**src/design/bmx_regs_map.svh**
```systemverilog
/*
 * Register map constants for the bus multiplexer status and control bank:
 * offsets, bit positions, reset values and synchroniser depth.
 * Assumes inclusion by bare name from design files under design/.
 */
`ifndef BMX_REGS_MAP_SVH
`define BMX_REGS_MAP_SVH

`define BMX_OFS_STATUS      8'h00
`define BMX_OFS_CONTROL     8'h01

`define BMX_ST_CONN_BIT     7
`define BMX_ST_FAULT_HI     6
`define BMX_ST_FAULT_LO     3
`define BMX_ST_FAIL_BIT     2
`define BMX_ST_TOLATCH_BIT  1
`define BMX_ST_TOLIVE_BIT   0

`define BMX_CT_UPACC_BIT    7
`define BMX_CT_DNACC_BIT    6
`define BMX_CT_GP1_BIT      5
`define BMX_CT_GP2_BIT      4
`define BMX_CT_GP1LVL_BIT   1
`define BMX_CT_GP2LVL_BIT   0

`define BMX_CTRL_RESET      4'h3
`define BMX_SYNC_STAGES     3

`endif

```
**src/design/bmx_pkg.sv**
```systemverilog
/*
 * Types shared by the register bank and its testbench.
 * Assumes bmx_regs_map.svh sits beside it.
 */
package bmx_pkg;
    typedef logic [7:0] bmx_byte_t;
    typedef logic [3:0] bmx_fault_t;
    typedef logic [1:0] bmx_gpio_t;
endpackage

```
**src/design/bmx_sync.sv**
```systemverilog
/*
 * Three-stage synchroniser with agreement filter for a group of pins.
 * Assumes inputs are asynchronous to clk; rst_n is synchronous, active low.
 */
`timescale 1ns/1ps
`default_nettype none
`include "bmx_regs_map.svh"

module bmx_sync #(
    parameter int          WIDTH = 6,
    parameter logic [WIDTH-1:0] INIT = 6'h3F
) (
    input  wire logic             clk,
    input  wire logic             rst_n,
    input  wire logic [WIDTH-1:0] pinIn,
    output logic      [WIDTH-1:0] pinOut
);
    typedef struct packed {
        logic [WIDTH-1:0] s1;
        logic [WIDTH-1:0] s2;
        logic [WIDTH-1:0] s3;
        logic [WIDTH-1:0] q;
    } bmx_sync_state_t;

    bmx_sync_state_t state_ff;
    bmx_sync_state_t nxt_state;

    // a level is accepted only once stages two and three agree
    always_comb begin
        nxt_state    = state_ff;
        nxt_state.s1 = pinIn;
        nxt_state.s2 = state_ff.s1;
        nxt_state.s3 = state_ff.s2;
        for (int i = 0; i < WIDTH; i++) begin
            if (state_ff.s2[i] == state_ff.s3[i]) begin
                nxt_state.q[i] = state_ff.s3[i];
            end
        end
    end

    always_ff @(posedge clk) begin
        if (!rst_n) begin
            // every stage starts at the idle level so no false change follows reset
            state_ff <= {4{INIT}};
        end else begin
            state_ff <= nxt_state;
        end
    end

    assign pinOut = state_ff.q;
endmodule
`default_nettype wire

```
**src/design/bmx_regs.sv**
```systemverilog
/*
 * Status register 0 and control register 1 of a four-channel two-wire bus
 * multiplexer. The host write/read arrives as a decoded byte port from the
 * two-wire slave engine; fault, gpio pins and timeout/connection events
 * come from the surrounding device logic.
 */
// Overview of operation
// - status bit 7 reads 1 while any downstream bus is joined upstream.
// - status bits 6..3 show the four channel fault pins, uninverted.
// - status bit 2 reads 0 after a refused connection, else 1.
// - status bit 1 latches a stuck-bus timeout until fault clear.
// - status bit 0 shows the live stuck-low timeout state.
// - a write to offset 00h clears latched faults and stores nothing.
// - control bit 7 enables the upstream accelerator, default off.
// - control bit 6 enables the downstream accelerators, default off.
// - control bits 5 and 4 drive the two general outputs, default 1.
// - control bits 1 and 0 read the general pin levels; 3..2 read 0.
// - the fault output goes low on any fault pin low, stuck bus or, while enable is high, refusal.
// - enable low blocks access and resets registers to defaults.
`timescale 1ns/1ps
`default_nettype none
`include "bmx_regs_map.svh"

module bmx_regs (
    input  wire logic              clk,
    input  wire logic              rst_n,
    input  wire logic              enable,
    input  wire logic              regWrStb,
    input  wire logic              regRdStb,
    input  wire logic [7:0]        regAddr,
    input  wire bmx_pkg::bmx_byte_t regWrData,
    output logic      [7:0]        regRdData,
    output logic                   regRdValid,
    input  wire logic              anyConnected,
    input  wire logic              connRefused,
    input  wire logic              stuckActive,
    input  wire bmx_pkg::bmx_fault_t channelFaultIn,
    input  wire bmx_pkg::bmx_gpio_t  generalPinIn,
    output logic                   upAccelEn,
    output logic                   downAccelEn,
    output logic                   generalPinOut1,
    output logic                   generalPinOut2,
    output logic                   faultOut_n
);
    import bmx_pkg::*;

    typedef struct packed {
        logic       enable;
        logic       failLatch;
        logic       toLatch;
        logic       upAcc;
        logic       dnAcc;
        logic       gp1;
        logic       gp2;
        bmx_byte_t  rdData;
        logic       rdValid;
        logic       fault_n;
    } bmx_regs_state_t;

    localparam bmx_regs_state_t RESET_STATE = '{
        enable:1'b0, failLatch:1'b0, toLatch:1'b0, upAcc:1'b0, dnAcc:1'b0,
        gp1:1'b1, gp2:1'b1, rdData:8'h00, rdValid:1'b0, fault_n:1'b1};

    bmx_regs_state_t state_ff;
    bmx_regs_state_t nxt_state;
    bmx_fault_t      faultSync;
    bmx_gpio_t       gpioSync;
    logic [5:0]      syncOut;
    bmx_byte_t       statusWord;
    bmx_byte_t       controlWord;
    logic            enableSync;
    logic            fClear;
    logic            ctrlWr;

    // pins from outside the clock domain, enable included
    bmx_sync #(
        .WIDTH (7),
        .INIT  (7'h7F)
    ) u_sync (
        .clk    (clk),
        .rst_n  (rst_n),
        .pinIn  ({enable, channelFaultIn, generalPinIn}),
        .pinOut ({enableSync, faultSync, gpioSync})
    );
    assign syncOut = {faultSync, gpioSync};

    // host strobes count only while enable is high
    assign fClear = state_ff.enable && regWrStb && (regAddr == `BMX_OFS_STATUS);
    assign ctrlWr = state_ff.enable && regWrStb && (regAddr == `BMX_OFS_CONTROL);

    // status word assembly
    always_comb begin
        statusWord = 8'h00;
        statusWord[`BMX_ST_CONN_BIT] = anyConnected;
        statusWord[`BMX_ST_FAULT_HI:`BMX_ST_FAULT_LO] = {syncOut[2], syncOut[3],
                                                         syncOut[4], syncOut[5]};
        statusWord[`BMX_ST_FAIL_BIT] = ~state_ff.failLatch;
        statusWord[`BMX_ST_TOLATCH_BIT] = state_ff.toLatch;
        statusWord[`BMX_ST_TOLIVE_BIT] = stuckActive;
    end

    // control word readback, reserved bits 3..2 stay zero
    always_comb begin
        controlWord = 8'h00;
        controlWord[`BMX_CT_UPACC_BIT] = state_ff.upAcc;
        controlWord[`BMX_CT_DNACC_BIT] = state_ff.dnAcc;
        controlWord[`BMX_CT_GP1_BIT] = state_ff.gp1;
        controlWord[`BMX_CT_GP2_BIT] = state_ff.gp2;
        controlWord[`BMX_CT_GP1LVL_BIT] = gpioSync[1];
        controlWord[`BMX_CT_GP2LVL_BIT] = gpioSync[0];
    end

    // next-state logic; a new event wins over a clear in the same cycle
    always_comb begin
        nxt_state         = state_ff;
        nxt_state.enable  = enableSync;
        nxt_state.rdValid = 1'b0;
        if (fClear) begin
            nxt_state.failLatch = 1'b0;
            nxt_state.toLatch   = 1'b0;
        end
        if (connRefused) begin
            nxt_state.failLatch = 1'b1;
        end
        if (stuckActive) begin
            nxt_state.toLatch = 1'b1;
        end
        if (ctrlWr) begin
            nxt_state.upAcc = regWrData[`BMX_CT_UPACC_BIT];
            nxt_state.dnAcc = regWrData[`BMX_CT_DNACC_BIT];
            nxt_state.gp1   = regWrData[`BMX_CT_GP1_BIT];
            nxt_state.gp2   = regWrData[`BMX_CT_GP2_BIT];
        end
        if (state_ff.enable && regRdStb) begin
            nxt_state.rdValid = 1'b1;
            unique case (regAddr)
                `BMX_OFS_STATUS:  nxt_state.rdData = statusWord;
                `BMX_OFS_CONTROL: nxt_state.rdData = controlWord;
                default:          nxt_state.rdData = 8'h00;
            endcase
        end
        // any low fault pin, stuck bus or refusal pulls the alert low
        nxt_state.fault_n = ~(~(&faultSync) | stuckActive | nxt_state.failLatch);
        // enable low drops every register but the alert to its default; the alert still follows fault pins and stuck bus
        if (!enableSync) begin
            nxt_state         = RESET_STATE;
            nxt_state.fault_n = ~(~(&faultSync) | stuckActive);
        end
    end

    always_ff @(posedge clk) begin
        if (!rst_n) begin
            state_ff <= RESET_STATE;
        end else begin
            state_ff <= nxt_state;
        end
    end

    assign regRdData      = state_ff.rdData;
    assign regRdValid     = state_ff.rdValid;
    assign upAccelEn      = state_ff.upAcc;
    assign downAccelEn    = state_ff.dnAcc;
    assign generalPinOut1 = state_ff.gp1;
    assign generalPinOut2 = state_ff.gp2;
    assign faultOut_n     = state_ff.fault_n;

    // assertions
    property p_timeout_latch;
        @(posedge clk) disable iff (!rst_n)
        (stuckActive && enableSync) |=> state_ff.toLatch;
    endproperty
    a_timeout_latch: assert property (p_timeout_latch) else $error("timeout not latched");

    property p_latch_holds;
        @(posedge clk) disable iff (!rst_n)
        (state_ff.toLatch && !fClear && enableSync) |=> state_ff.toLatch;
    endproperty
    a_latch_holds: assert property (p_latch_holds) else $error("latch lost");

    property p_clear;
        @(posedge clk) disable iff (!rst_n)
        (fClear && !stuckActive && !connRefused) |=> (!state_ff.toLatch && !state_ff.failLatch);
    endproperty
    a_clear: assert property (p_clear) else $error("fault clear failed");

    property p_clear_keeps_ctrl;
        @(posedge clk) disable iff (!rst_n)
        (fClear && enableSync) |=> $stable(controlWord[7:4]);
    endproperty
    a_clear_keeps_ctrl: assert property (p_clear_keeps_ctrl) else $error("ctrl changed");

    property p_ctrl_write;
        @(posedge clk) disable iff (!rst_n)
        (ctrlWr && enableSync) |=> (upAccelEn == $past(regWrData[7])
                                    && downAccelEn == $past(regWrData[6])
                                    && generalPinOut1 == $past(regWrData[5]));
    endproperty
    a_ctrl_write: assert property (p_ctrl_write) else $error("ctrl write lost");

    property p_disable_reset;
        @(posedge clk) disable iff (!rst_n)
        !enableSync |=> (!upAccelEn && !downAccelEn && generalPinOut1 && generalPinOut2);
    endproperty
    a_disable_reset: assert property (p_disable_reset) else $error("no default");

    property p_fault_out;
        @(posedge clk) disable iff (!rst_n)
        (faultSync != 4'hF) |=> !faultOut_n;
    endproperty
    a_fault_out: assert property (p_fault_out) else $error("alert not pulled");

    property p_status_read;
        @(posedge clk) disable iff (!rst_n)
        (state_ff.enable && regRdStb && regAddr == `BMX_OFS_STATUS && enableSync)
            |=> (regRdValid && regRdData[0] == $past(stuckActive)
                 && regRdData[7] == $past(anyConnected));
    endproperty
    a_status_read: assert property (p_status_read) else $error("status read wrong");

    c_clear: cover property (@(posedge clk) disable iff (!rst_n) fClear);
    c_ctrl: cover property (@(posedge clk) disable iff (!rst_n) ctrlWr);
    c_refuse: cover property (@(posedge clk) disable iff (!rst_n) connRefused ##1 !faultOut_n);
endmodule
`default_nettype wire

```
**config.mk**
```make
export PLATFORM = sky130hd
export DESIGN_NAME = bmx_regs
export DESIGN_NICKNAME = d
export VERILOG_FILES = /design/src/design/bmx_pkg.sv /design/src/design/bmx_sync.sv /design/src/design/bmx_regs.sv
export VERILOG_INCLUDE_DIRS = /design/src /design/src/design
export SDC_FILE = /design/constraint.sdc
export NUM_CORES = 1
export LEC_CHECK = 0
export BUFFER_PORTS_ARGS = -buffer_cell sky130_fd_sc_hd__buf_2
export CAP_MARGIN = 40
export CORE_MARGIN = 2
export CORE_UTILIZATION = 50
export DETAILED_ROUTE_END_ITERATION = 8
export GPL_TIMING_DRIVEN = 0
export MAX_ROUTING_LAYER = met4
export PLACE_DENSITY = 0.84
export SLEW_MARGIN = 0
export SYNTH_ARGS = -nofsm -noshare
export SYNTH_HDL_FRONTEND = slang
export SYNTH_SLANG_ARGS = --single-unit
```
**constraint.sdc**
```tcl
create_clock -name clk -period 2.9 [get_ports clk]
set_input_delay 0.29 -clock clk [delete_from_list [all_inputs] [get_ports clk]]
set_output_delay 0.29 -clock clk [all_outputs]
set_load 0.1 [all_outputs]
```
==> flow_metrics.py <==
metrics = {
    "clock_tree": {
        "cts.repair.resized": 0,
        "root_buffer": "clkbuf_4",
        "postCtsSetupBuffers": 0,
        "insertion_delay_ns": 0.35,
        "cts.sinks": 45,
        "clock_path_buffers": 2,
        "cts_buffers": 5,
        "cts_tree": "yes",
        "h-tree-depth": 2,
        "postCtsHoldBufs": 0,
        "cts.clk_slew.worst_paths_ns": 0.12,
    },
    "die": {
        "die_w_um": 59.75,
        "dieArea_sq_um": 3570,
        "core_region_area_sq_um": 3003,
        "die_h_um": 59.75,
        "ios": 44,
        "start_util_pct": 51.75,
        "rows": 20,
    },
    "sta": {
        "worst_pin_slew_ns": 0.6248,
        "report.final.slew_viol_count": 0,
        "rsz0062_at_grt": "no",
        "period_share_pct": 52.40,
        "hold_viol": 0,
        "min_period_ns": 1.520,
        "finalSetupViolations": 0,
        "maxSlewHeadroom_pct": 57.97,
        "finalClockSkew_ns": 0.004226,
        "tns_ns": 0,
        "fin_hold_ws_ns": 0.1049,
        "max_freq_mhz": 658.1,
    },
    "power": {
        "p_switching_uw": 239.4,
        "total_power_mw": 1.108,
        "p_int_uw": 868.6,
        "seqPwrFrac_pct": 57.9,
        "p_per_area_nw_per_um2": 584.5,
        "pwr-share-comb_pct": 6.4,
        "p_sw_share_pct": 21.60,
        "leakagePower_nw": 0.8704,
        "ir_drop_mv": 0.3462,
        "power.share.clock_pct": 35.7,
    },
    "synth": {
        "synthArstFlopShare_pct": 0,
        "postSynthAreaPerCell_sq_um": 10.09,
        "synth.distinct_cells": 25,
        "ys_ff_latch": 45,
        "syn_inst": 154,
        "synth_top_flop_cell": "dfxtp_1",
        "ys_top_cells_by_area": "dfxtp_1, nand2b_1, a221o_1",
        "post-synth-top-count-cell": "dfxtp_1",
        "synth_common_cells": "dfxtp_1, nand2b_1, nor2_1",
        "synth_top_area_cell": "dfxtp_1",
        "syn-cell-area_sq_um": 1554,
        "ys_warn_count": 0,
        "synth_fp_nets": 184,
        "yosysSeqAreaShare_pct": 57.97,
        "synth.top_cell.area_share_pct": 57.97,
        "synth_edf_count": 0,
    },
    "global_routing": {
        "gr-total-overflow": 0,
        "grt_max_degree": 14,
        "grt_pass1_wl_um": 4685,
        "antenna_found_initial": 0,
        "grtUsageTotal_pct": 18.25,
        "grt_pass1_vias": 1152,
    },
    "layout": {
        "n_antenna_cell": 0,
        "design_area_sq_um": 1896,
        "fill_cells": 259,
        "drive_gt1_share_pct": 28.57,
        "areaGrowthSynthToFinish_pct": 21.98,
        "final_nets": 232,
    },
    "routing": {
        "viasPerCell": 5.258,
        "vias": 1241,
        "postRouteAntennaNets": 0,
        "drc_errors": 0,
        "first_pass_iters": 4,
        "wl_per_cell_um": 11.98,
        "drtIter0Drc": 58,
        "drt-total-wl_um": 2827,
    },
    "placement": {
        "place_hpwl_um": 2071,
        "io_buffers": 39,
        "placed_cell_area_sq_um": 1810,
        "place_congestion": 0.7887,
    },
    "setup_path": {
        "r2r_cells": 5,
        "crit_path_max_fanout": 2,
        "worst_ep_required_time_ns": 2.61,
        "arrival_ns": 1.23,
        "criticalPathCategory": "flop to output pin",
        "end_kind": "output pin",
        "startpoint_type": "flop",
    },
    "run_status": {
        "status": "finished clean",
    },
    "job": {
        "maxCapViolCount": 0,
    },
    "worst_hold_path": {
        "hold_path.class": "primary input to flop",
        "holdPathStages": 2,
    },
}
sequential cells by signal (all words and copies together) (netlist names):
signal and flops:
generalPinOut1 1, faultOut_n 1, generalPinOut2 1, downAccelEn 1
regRdValid 1, u_sync.state_ff 7, u_sync.pinOut 7, upAccelEn 1
state_ff 3, u_sync.nxt_state 14, regRdData 8
worst max-delay path: stages (launching register included):
cell,delay (ns)
dfxtp_1,0.36
buf_4,0.11
buf_2,0.41
layout make-up:
class                           instances  area [sq um]  share of cell area [%]
Timing Repair Buffer                   41         215.2                   11.35
Tap cell                               33         41.29                   2.178
Sequential cell                        45         900.9                   47.52
Clock buffer                            7         55.05                   2.904
Multi-Input combinational cell         93         563.0                   29.70
Clock inverter                          1         30.03                   1.584
Inverter                                4         15.01                  0.7921
Buffer                                 12         75.07                   3.960
worst paths after layout:
| check | startpoint | to | slack (ns) |
|---|---|---|---|
| max | regRdData[6] | regRdData[6] | 1.38 |
| min | channelFaultIn[3] | u_sync.nxt_state[19] | 0.10 |
| max reg2reg | u_sync.pinOut[6] | regRdData[0] | 1.39 |
| min reg2reg | u_sync.nxt_state[20] | u_sync.nxt_state[13] | 0.42 |
cells by family (layout without fill, tap and decap cells):
family,count (synthesis),count (layout),synth area share [%]
DFF,45,45,57.97
muxes,4,4,2.577
buffers and inverters,16,65,5.797
AOI/OAI and AO/OA,26,26,10.79
and+or+nand+nor,63,63,22.87
through the flow:
stage | std cells | util, % | setup slack, ns
2_1_floorplan | 154 | - | 1.187
5_1_grt | 236 | 63.13 | 1.275
4_1_cts | 236 | 63.13 | 1.362
3_3_place_gp | 226 | 59.62 | 0.8215
6_report | 236 | 63.13 | 1.380
3_5_place_dp | 228 | 60.29 | 1.044
power groups by stage:
stage,sequential (mW),clock [mW],combinational (mW)
final,0.641,0.396,0.0706
after global routing,0.644,0.430,0.0776
after CTS,0.642,0.405,0.0710
after detailed placement,0.656,0,0.0706
after global placement,0.655,0,0.0686
after floorplan,0.667,0,0.0291
cell usage in the layout (no fill, tap or decap), types with 2 or more instances in the layout:
cell type,instances
a221o_1,6
dfxtp_1,45
buf_2,39
o21ai_0,8
clkdlybuf4s18_2,2
buf_4,8
mux2i_1,4
nand2_1,8
nor4_1,4
clkbuf_1,5
nand4_1,2
and3_1,7
inv_1,4
nand2b_1,21
clkbuf_4,5
nand3_1,2
nor2_1,12
a21oi_1,9
per-layer routing:
layer,GRT usage (%),wire [um],up-vias
li1,-,-,625
met1,19.95,1289,561
met2,30.90,1312,45
met3,4.545,172,10
met4,8.571,53,0
met5,-,0,-
Note: power is estimated with default switching activity, not from simulation.
